## src/core/psr_regs.vh

```
/*
 * Constants for the pressure readout block: register reset values,
 * field positions, record layout and timing counts.
 * Assumes it is included by bare name from core/ design files only.
 */
`ifndef PSR_REGS_VH
`define PSR_REGS_VH

// Register reset values
`define PSR_MODE_RESET 8'h3f
`define PSR_RATE_RESET 8'h01
// Range and filter fields of the mode reset value
`define PSR_MODE_FIELDS_RESET 6'h3f

// Range and filter field positions in the mode control register
`define PSR_RANGE_LSB 0
`define PSR_RANGE_MSB 2
`define PSR_FILT_LSB 3
`define PSR_FILT_MSB 5

// Record layout, zero-based byte indices within one transfer
`define PSR_IDX_MODE 5'h00
`define PSR_IDX_RATE 5'h01
`define PSR_IDX_PRES 5'h01
`define PSR_IDX_TEMP 5'h04
`define PSR_IDX_MODEL 5'h06
`define PSR_IDX_SERIAL 5'h0e
`define PSR_IDX_BUILD 5'h12
`define PSR_REC_BYTES 5'h18

// Fill value for bytes past the record end
`define PSR_FILL_BYTE 8'h00

// Pressure span scaling: 90 percent of span, 5 percent offset
`define PSR_SCALE_NUM 25'h0e66666
`define PSR_SCALE_OFS 24'h0ccccd

// Clock and timing figures
`define PSR_CLK_HZ 100000000
`define PSR_UPDATE_HZ 1090
`define PSR_UPDATE_CYCLES (`PSR_CLK_HZ / `PSR_UPDATE_HZ)
`define PSR_SETTLE_MS 55
`define PSR_SETTLE_CYCLES (`PSR_CLK_HZ / 1000 * `PSR_SETTLE_MS)
`define PSR_DETECT_CYCLES 1000
`define PSR_FLAG_NS 1000
`define PSR_FLAG_CYCLES (`PSR_FLAG_NS * (`PSR_CLK_HZ / 1000000) / 1000)

// Sample buffer shape
`define PSR_FIFO_DEPTH 16
`define PSR_FIFO_AW 4

`endif

```

## src/core/psr_fifo.v

```verilog
/*
 * Synchronous FIFO with valid/ready on both sides.
 * Assumes one clock and an asynchronous active-high reset; AW must be
 * log2 of DEPTH.
 */
module psr_fifo #(
    parameter WIDTH = 48,
    parameter DEPTH = 16,
    parameter AW = 4
) (
    // Clock and reset
    input wire core_clk,
    input wire rst,
    // Fill side
    input wire inValid,
    output wire inReady,
    input wire [WIDTH-1:0] inData,
    // Drain side
    output wire outValid,
    input wire outReady,
    output wire [WIDTH-1:0] outData
);

    // Storage words
    reg [WIDTH-1:0] mem [0:DEPTH-1];
    // Pointers and fill count
    reg [AW-1:0] wrPtr_reg;
    reg [AW-1:0] rdPtr_reg;
    reg [AW:0] count_reg;
    wire doPush;
    wire doPop;

    // Honest full and empty
    assign inReady = (count_reg != DEPTH[AW:0]);
    assign outValid = (count_reg != {(AW+1){1'b0}});
    assign outData = mem[rdPtr_reg];
    assign doPush = inValid && inReady;
    assign doPop = outValid && outReady;

    // Write into storage
    always @(posedge core_clk)
    begin
        if (doPush)
        begin
            mem[wrPtr_reg] <= inData;
        end
    end

    // Pointer and count update
    always @(posedge core_clk or posedge rst)
    begin
        if (rst)
        begin
            wrPtr_reg <= {AW{1'b0}};
            rdPtr_reg <= {AW{1'b0}};
            count_reg <= {(AW+1){1'b0}};
        end
        else
        begin
            if (doPush)
            begin
                wrPtr_reg <= wrPtr_reg + 1'b1;
            end
            if (doPop)
            begin
                rdPtr_reg <= rdPtr_reg + 1'b1;
            end
            // Simultaneous push and pop leaves count unchanged
            if (doPush && !doPop)
            begin
                count_reg <= count_reg + 1'b1;
            end
            else if (doPop && !doPush)
            begin
                count_reg <= count_reg - 1'b1;
            end
        end
    end

endmodule

```

## src/core/psr_readout.v

```verilog
/*
 * Pressure sensor readout: SPI slave (mode 1) returning a 24-byte record,
 * mode/rate control registers, update-rate divider driving the new
 * sample flag, sample buffer, pressure span scaling, settling timer and
 * interface detection.
 * Assumes the link pins are asynchronous to core_clk and toggle much
 * slower than it; the sensor core supplies raw samples by valid/ready.
 */
`include "psr_regs.vh"

// How it works
// - Record: mode, pressure, temperature, model, serial, build
// - Temperature sent as signed 8.8 Celsius
// - Model is eight ASCII bytes, zero ended
// - Four-byte serial unique per part
// - Build is six ASCII bytes, zero ended
// - Only first two received bytes load registers
// - Bytes after the 24th are undefined
// - Mode resets 0x3F: range, filter, reserved
// - New mode applies from the end of the next frame
// - Rate value reloads update divider for flag
// - Rate resets 0x01; zero acts as one
// - Settings written during settling are kept
// - Pressure 24-bit unsigned, MSB first
// - Range fills 90% of span, 5% margins
// - SPI idle low clock, sample falling edge
// - Every byte travels MSB first
// - Rising edge on flag per new reading
// - After detect delay, select high means SPI
module psr_readout #(
    parameter UPDATE_CYCLES = `PSR_UPDATE_CYCLES,
    parameter SETTLE_CYCLES = `PSR_SETTLE_CYCLES,
    parameter DETECT_CYCLES = `PSR_DETECT_CYCLES,
    parameter [63:0] MODEL_STR = 64'h5053_5230_3031_0000,
    parameter [31:0] SERIAL_NUM = 32'h1234_5678,
    parameter [47:0] BUILD_STR = 48'h3030_3031_4100
) (
    // Clock and reset
    input wire core_clk,
    input wire rst,
    // Link pins
    input wire frameSelectLowIn,
    input wire sckIn,
    input wire mosiIn,
    output reg misoOut,
    output wire misoOe,
    output reg newSampleFlag,
    // Sensor core samples
    input wire sampleValid,
    output wire sampleReady,
    input wire [23:0] sampleRaw,
    input wire [15:0] sampleTemp,
    output wire [2:0] rangeSelect,
    output wire [2:0] filterSelect,
    // Status
    output reg ifaceDetected,
    output reg ifaceIsSpi,
    output reg filterSettled
);

    // Select one record byte by index
    function [7:0] recordByte;
        input [4:0] idx;
        input [47:0] smp;
        begin
            // sampled fields first, then fixed strings
            if (idx < `PSR_IDX_MODEL)
                recordByte = smp[8*(5 - idx) +: 8];
            else if (idx >= `PSR_REC_BYTES)
                recordByte = `PSR_FILL_BYTE;
            else if (idx >= `PSR_IDX_BUILD)
                recordByte = BUILD_STR[8*(`PSR_IDX_BUILD + 5 - idx) +: 8];
            else if (idx >= `PSR_IDX_SERIAL)
                recordByte = SERIAL_NUM[8*(`PSR_IDX_SERIAL + 3 - idx) +: 8];
            else
                recordByte = MODEL_STR[8*(`PSR_IDX_MODEL + 7 - idx) +: 8];
        end
    endfunction

    // Pin synchronisers, stage one and two, plus edge history
    reg [2:0] ssSync_reg;
    reg [2:0] sckSync_reg;
    reg [1:0] mosiSync_reg;
    wire ssLow;
    wire sckRise, sckFall;
    wire frameStart;
    // Control registers
    reg [7:0] modeCtl_reg;
    reg [7:0] rateCtl_reg;
    reg [5:0] modePending_reg;
    reg [5:0] modeActive_reg;
    // SPI shifter state
    reg [4:0] byteIdx_reg;
    reg [2:0] bitCnt_reg;
    reg [7:0] rxShift_reg;
    reg [7:0] txShift_reg;
    reg inFrame_reg;
    // Sample snapshot and current result
    reg [47:0] snapshot_reg;
    reg [47:0] result_reg;
    // Update tick divider and rate divider
    reg [16:0] updCnt_reg;
    reg updTick;
    reg [7:0] divCnt_reg;
    reg [7:0] flagCnt_reg;
    localparam integer FLAG_CYCLES = `PSR_FLAG_CYCLES; // Flag high time in cycles
    // Start-up timers
    reg [22:0] settleCnt_reg;
    reg [15:0] detectCnt_reg;
    // Scaled pressure path
    wire [48:0] scaleProd;
    wire [23:0] scaledPres;
    wire [47:0] fifoIn, fifoOut;
    wire fifoOutValid;
    wire [7:0] rateEff;
    wire [7:0] txByte; // Byte whose top bit goes out next

    assign ssLow = !ssSync_reg[1];
    assign sckRise = sckSync_reg[1] && !sckSync_reg[2];
    assign sckFall = !sckSync_reg[1] && sckSync_reg[2];
    assign frameStart = !ssSync_reg[1] && ssSync_reg[2];
    assign misoOe = ifaceIsSpi && ssLow;
    assign rangeSelect = modeActive_reg[`PSR_RANGE_MSB:`PSR_RANGE_LSB];
    assign filterSelect = modeActive_reg[`PSR_FILT_MSB:`PSR_FILT_LSB];

    // map raw span onto 90 percent with 5 percent floor
    assign scaleProd = sampleRaw * `PSR_SCALE_NUM;
    assign scaledPres = scaleProd[47:24] + `PSR_SCALE_OFS;
    // tag each sample with mode in force; temp passes as 8.8
    assign fifoIn = {2'b00, modeActive_reg, scaledPres, sampleTemp};
    // zero rate acts as divisor one
    assign rateEff = (rateCtl_reg == 8'h00) ? 8'h01 : rateCtl_reg;
    // fresh record byte at each boundary, MSB out first
    assign txByte = (bitCnt_reg == 3'h0) ? recordByte(byteIdx_reg, snapshot_reg) : txShift_reg;

    // Sample buffer between sensor core and update tick
    psr_fifo #(
        .WIDTH(48),
        .DEPTH(`PSR_FIFO_DEPTH),
        .AW(`PSR_FIFO_AW)
    ) sampleFifo (
        .core_clk(core_clk),
        .rst(rst),
        .inValid(sampleValid),
        .inReady(sampleReady),
        .inData(fifoIn),
        .outValid(fifoOutValid),
        .outReady(updTick),
        .outData(fifoOut)
    );

    // Two-flop synchronisers for link pins
    always @(posedge core_clk or posedge rst)
    begin
        if (rst)
        begin
            ssSync_reg <= 3'h7;
            sckSync_reg <= 3'h0;
            mosiSync_reg <= 2'h0;
        end
        else
        begin
            ssSync_reg <= {ssSync_reg[1:0], frameSelectLowIn};
            sckSync_reg <= {sckSync_reg[1:0], sckIn};
            mosiSync_reg <= {mosiSync_reg[0], mosiIn};
        end
    end

    // Interface detection and settling timer
    always @(posedge core_clk or posedge rst)
    begin
        if (rst)
        begin
            detectCnt_reg <= 16'h0000;
            ifaceDetected <= 1'b0;
            ifaceIsSpi <= 1'b0;
            settleCnt_reg <= 23'h000000;
            filterSettled <= 1'b0;
        end
        else
        begin
            // sample select level once the detect delay ends
            if (!ifaceDetected)
            begin
                if (detectCnt_reg == DETECT_CYCLES[15:0] - 16'h0001)
                begin
                    ifaceDetected <= 1'b1;
                    ifaceIsSpi <= ssSync_reg[1];
                end
                else
                    detectCnt_reg <= detectCnt_reg + 16'h0001;
            end
            if (!filterSettled)
            begin
                if (settleCnt_reg == SETTLE_CYCLES[22:0] - 23'h000001)
                    filterSettled <= 1'b1;
                else
                    settleCnt_reg <= settleCnt_reg + 23'h000001;
            end
        end
    end

    // Internal update tick and buffer drain into the result
    always @(posedge core_clk or posedge rst)
    begin
        if (rst)
        begin
            updCnt_reg <= 17'h00000;
            updTick <= 1'b0;
            result_reg <= {2'b00, `PSR_MODE_FIELDS_RESET, 40'h0000000000};
        end
        else
        begin
            updTick <= 1'b0;
            if (updCnt_reg == UPDATE_CYCLES[16:0] - 17'h00001)
            begin
                updCnt_reg <= 17'h00000;
                updTick <= 1'b1;
            end
            else
                updCnt_reg <= updCnt_reg + 17'h00001;
            // Take the buffered sample in the tick that pops it
            if (updTick && fifoOutValid)
                result_reg <= fifoOut;
        end
    end

    // Rate divider and new sample flag pulse
    always @(posedge core_clk or posedge rst)
    begin
        if (rst)
        begin
            divCnt_reg <= `PSR_RATE_RESET;
            flagCnt_reg <= 8'h00;
            newSampleFlag <= 1'b0;
        end
        else
        begin
            // count down per update, fire, reload
            if (updTick)
            begin
                if (divCnt_reg <= 8'h01)
                begin
                    divCnt_reg <= rateEff;
                    // raise the flag for a fixed width
                    newSampleFlag <= 1'b1;
                    flagCnt_reg <= FLAG_CYCLES[7:0];
                end
                else
                    divCnt_reg <= divCnt_reg - 8'h01;
            end
            else if (flagCnt_reg != 8'h00)
            begin
                flagCnt_reg <= flagCnt_reg - 8'h01;
                if (flagCnt_reg == 8'h01)
                    newSampleFlag <= 1'b0;
            end
        end
    end

    // SPI slave shifter and control register loading
    always @(posedge core_clk or posedge rst)
    begin
        if (rst)
        begin
            modeCtl_reg <= `PSR_MODE_RESET;
            rateCtl_reg <= `PSR_RATE_RESET;
            modePending_reg <= `PSR_MODE_FIELDS_RESET;
            modeActive_reg <= `PSR_MODE_FIELDS_RESET;
            byteIdx_reg <= 5'h00;
            bitCnt_reg <= 3'h0;
            rxShift_reg <= 8'h00;
            txShift_reg <= 8'h00;
            inFrame_reg <= 1'b0;
            snapshot_reg <= 48'h000000000000;
            misoOut <= 1'b0;
        end
        else if (!ifaceIsSpi)
            inFrame_reg <= 1'b0;
        else if (frameStart)
        begin
            // Freeze one record for the whole transfer
            inFrame_reg <= 1'b1;
            snapshot_reg <= result_reg;
            byteIdx_reg <= 5'h00;
            bitCnt_reg <= 3'h0;
        end
        else if (inFrame_reg && !ssLow)
        begin
            // frame end: pending moves to active, new mode moves to pending
            inFrame_reg <= 1'b0;
            modeActive_reg <= modePending_reg;
            modePending_reg <= modeCtl_reg[5:0];
        end
        else if (inFrame_reg)
        begin
            // drive on rising edge, CPOL 0 CPHA 1
            if (sckRise)
            begin
                txShift_reg <= {txByte[6:0], 1'b0};
                misoOut <= txByte[7];
            end
            // sample host data on falling edge
            if (sckFall)
            begin
                rxShift_reg <= {rxShift_reg[6:0], mosiSync_reg[1]};
                bitCnt_reg <= bitCnt_reg + 3'h1;
                if (bitCnt_reg == 3'h7)
                begin
                    // only first two bytes reach the registers
                    if (byteIdx_reg == `PSR_IDX_MODE)
                        modeCtl_reg <= {2'b00, rxShift_reg[4:0], mosiSync_reg[1]};
                    else if (byteIdx_reg == `PSR_IDX_RATE)
                        rateCtl_reg <= {rxShift_reg[6:0], mosiSync_reg[1]};
                    // index saturates past the record, fill returned
                    if (byteIdx_reg != 5'h1f)
                        byteIdx_reg <= byteIdx_reg + 5'h01;
                end
            end
        end
    end

endmodule

```

## config.mk

```make
export PLATFORM = sky130hd
export DESIGN_NAME = psr_readout
export DESIGN_NICKNAME = d
export VERILOG_FILES = /design/src/core/psr_fifo.v /design/src/core/psr_readout.v
export VERILOG_INCLUDE_DIRS = /design/src /design/src/core
export SDC_FILE = /design/constraint.sdc
export NUM_CORES = 2
export LEC_CHECK = 0
export BUFFER_PORTS_ARGS = -buffer_cell sky130_fd_sc_hd__buf_4
export CORE_MARGIN = 3
export CORE_UTILIZATION = 60
export CTS_BUF_LIST = sky130_fd_sc_hd__clkbuf_8
export CTS_CLUSTER_SIZE = 20
export DETAILED_ROUTE_END_ITERATION = 10
export GPL_TIMING_DRIVEN = 0
export MAX_ROUTING_LAYER = met4
export PLACE_DENSITY = 0.81
export SKIP_LAST_GASP = 1
export SYNTH_ARGS = -nofsm -noshare
export SYNTH_HDL_FRONTEND = slang
export SYNTH_SLANG_ARGS = --single-unit
```

## constraint.sdc

```tcl
create_clock -name core_clk -period 7.9 [get_ports core_clk]
set_input_delay 1.58 -clock core_clk [delete_from_list [all_inputs] [get_ports core_clk]]
set_output_delay 1.58 -clock core_clk [all_outputs]
set_load 0.03 [all_outputs]
```

==> out/qor.yml <==
logic_synthesis:
  synth-warning-count: 0
  netlist_instances: 3388
  async_flop_share: 0.246
  synth_seq_cells: 976
  synth_edf_count: 736
  ys_seq_area_frac: 0.567
  synth.distinct_cells: 78
  syn_area_um2: 49600
  synth_nets: 3921
  avgSynthCellArea_um2: 14.7
  synth_ff_type: "edfxtp_1"
final_layout:
  fin_nets: 4260
  area_delta_synth_final_pct: 15.4
  largest_reg_flops: 736
  drive_gt1_frac: 0.225
critical_path:
  end_kind: "register"
  start_kind: "input port"
  cp.arrival_ps: 8970
  rr_worst_depth: 9
  cp.required_ps: 8440
  path_class: "input port to register"
  crit_fanout: 16
clocking:
  clock_latency_ps: 840
  numCtsBuffers: 150
  hold_buffers: 0
  path_clk_slew_ps: 60
  clock_path_buffers: 3
  cts.sinks: 976
  cts_tree: "done"
  htreeDepth: 4
  root_buffer: "clkbuf_8"
timing:
  fin_ws_ps: -534
  hold_slack_ps: 356
  finalSetupViolCount: 320
  fin_crit_sh: 1.07
  fmax_mhz: 119
  worst_pin_slew_ps: 1360
  relSlewSlack: 0.0873
  layout_min_cycle_time_ps: 8430
  grt_setup_unrepaired: "true"
  hold_violations: 0
  skew_ps: 63.5
  drv_slew: 0
global_routing:
  grt_overflow: 0
  grt_max_degree: 44
  grt_pass1_wl_mm: 190
  grt_pass1_vias: 31500
  global_route.usage.total: 0.305
  antenna_found_initial: 2
drt:
  route.detailed.drc: 9
  routed_wire_length_per_instance_um: 26.4
  drt_iter0_drc: 3790
  drt_first_pass_iters: 11
  via_per_inst: 6.40
  routed_wl_mm: 130
  vias: 31400
  ant_nets: 0
placed_design:
  dp_hpwl_mm: 80.6
  gp_congestion: 0.918
  io_buffers: 58
floorplanning:
  pin_count: 59
  dieArea_um2: 86200
  initial_utilization: 0.611
  die_w_um: 294
  die_y_um: 294
  coreArea_um2: 81200
  rows: 104
min_path:
  hold_path_depth: 0
  hold_class: "register to register"
job:
  maxCapViolations: 0
status:
  violations: "design-rule violations, negative setup slack"
  outcome: "finished, violations left"
-- worst max-delay path: stages --
cell and delay (ps):
buf_6 120, inv_2 70, fa_1 530, inv_1 50
fa_1 490, fa_1 520, fa_1 550, fa_1 450
fa_1 550, inv_1 60, fa_1 540, inv_2 60
ha_4 240, buf_4 170, a21oi_1 280, o21ai_0 230
a21oi_1 240, o211ai_1 210, xor2_2 260, a311oi_4 380
o31ai_4 170, a21oi_4 280, o21bai_4 150, o311ai_4 450
xnor2_4 130, buf_12 170
-- layer usage --
| metal | vias to the layer above | routed length, µm | global-route usage |
|---|---|---|---|
| met2 | 2339 | 63100 | 0.480 |
| met3 | 597 | 13600 | 0.0555 |
| met1 | 15600 | 46300 | 0.397 |
| met4 | 0 | 6880 | 0.131 |
| li1 | 12900 | - | - |
| met5 | - | 0 | - |
-- kinds of logic after synthesis --
| logic type | after synthesis | share of synthesized area |
|---|---|---|
| simple gates | 632 | 0.0572 |
| fa+ha+maj | 487 | 0.155 |
| mux | 332 | 0.117 |
| xor+xnor | 124 | 0.0219 |
| flops | 976 | 0.567 |
| buf+inv | 536 | 0.0414 |
| compound gates | 301 | 0.0403 |
-- Yosys cell counts, types with 4 or more instances --
library cell,n,share of area
edfxtp_1,736,0.45
inv_1,418,0.032
nand2_1,326,0.025
ha_1,271,0.068
fa_1,216,0.087
dfrtp_1,211,0.11
mux4_2,191,0.087
nor2_1,128,0.0097
o21ai_0,89,0.0090
clkbuf_1,79,0.0060
xnor2_1,77,0.014
a21oi_1,75,0.0076
mux2_2,71,0.016
mux2i_1,69,0.014
xor2_1,47,0.0083
nand3_1,37,0.0037
o221ai_1,30,0.0053
dfstp_2,29,0.015
nand4_1,26,0.0033
nor3_1,22,0.0022
buf_1,19,0.0014
a21o_1,15,0.0023
nor4_1,14,0.0018
nand2b_1,13,0.0016
buf_2,11,0.0011
o31ai_1,10,0.0015
a211oi_1,8,0.0012
and2_1,8,0.0010
and4_1,8,0.0014
o211ai_1,8,0.0012
or3_1,8,0.0010
a31oi_1,7,0.00088
nor3b_1,7,0.0011
o21a_1,7,0.0011
and3_1,6,0.00076
buf_4,6,0.00091
a22oi_1,5,0.00076
nor2b_1,5,0.00063
o21bai_1,5,0.00076
nand3b_1,4,0.00060
o21ai_1,4,0.00040
o22ai_1,4,0.00050
or2_2,4,0.00050
-- repair_timing --
action,in CTS,in global routing
pin swaps,50,58
buffers inserted,42,43
resized for setup,60,76
gates cloned,0,1
setup endpoints to repair,320,352
-- final timing paths --
kind	start	to	slack, ps
worst max-delay path	sampleRaw[3]	sampleFifo.mem[2][37]$_DFFE_PP_	-530
worst min register to register	mosiSync_reg[0]$_DFF_PP0_	mosiSync_reg[1]$_DFF_PP0_	360
worst min-delay path	mosiSync_reg[0]$_DFF_PP0_	mosiSync_reg[1]$_DFF_PP0_	360
max in group asynchronous	rst	result_reg[42]$_DFFE_PP1P_	5760
min in group asynchronous	rst	settleCnt_reg[16]$_DFFE_PP0P_	780
worst max register to register	sampleFifo.rdPtr_reg[0]$_DFFE_PP0P_	result_reg[35]$_DFFE_PP0P_	3650
-- stage by stage --
stage               utilization  instances  cell area (µm²)  setup slack (ps)  setup TNS (ps)
global route              0.706       4914            57300              -617         -132180
detailed placement        0.651       4560            52800             -1740         -437840
floorplan                     -       3388            50000              -544          -98620
finish                    0.706       4914            57300              -534          -88320
CTS                       0.699       4876            56700              -140          -15190
global placement          0.638       4506            51800             -1980         -749530
-- layout make-up --
class,instances,area [µm²]
diodes,1,2.50
well taps,1060,1330
clock inverters,112,786
fillers,4804,23900
flip-flops and latches,976,28100
repair buffers,192,2150
plain buffers,111,462
inverters,420,1590
clock buffers,166,2280
multi-input cells,1876,20600
-- placed cells by master, fill, tap and decap left out, types with 13 or more instances in the layout --
cell type  count
dfstp_2       29
nand4_1       26
buf_4        123
o221ai_1      29
mux2_2        71
clkinv_1      28
o21ai_0       81
buf_12        39
nor2_1       113
inv_1        450
edfxtp_1     736
nand2_1      321
buf_1         19
a21oi_1       65
clkbuf_1      75
nor3_1        15
xor2_1        30
a21o_1        15
mux4_2       191
clkbuf_8     166
buf_6         27
ha_1         257
dfrtp_1      211
nor2_4        13
nor4_1        13
xnor2_1       57
clkinv_2      17
mux2i_1       68
nand3_1       37
fa_1         216
Power is not shown: default switching activity piles up to over one toggle a cycle in this logic, so the estimate is an artifact.
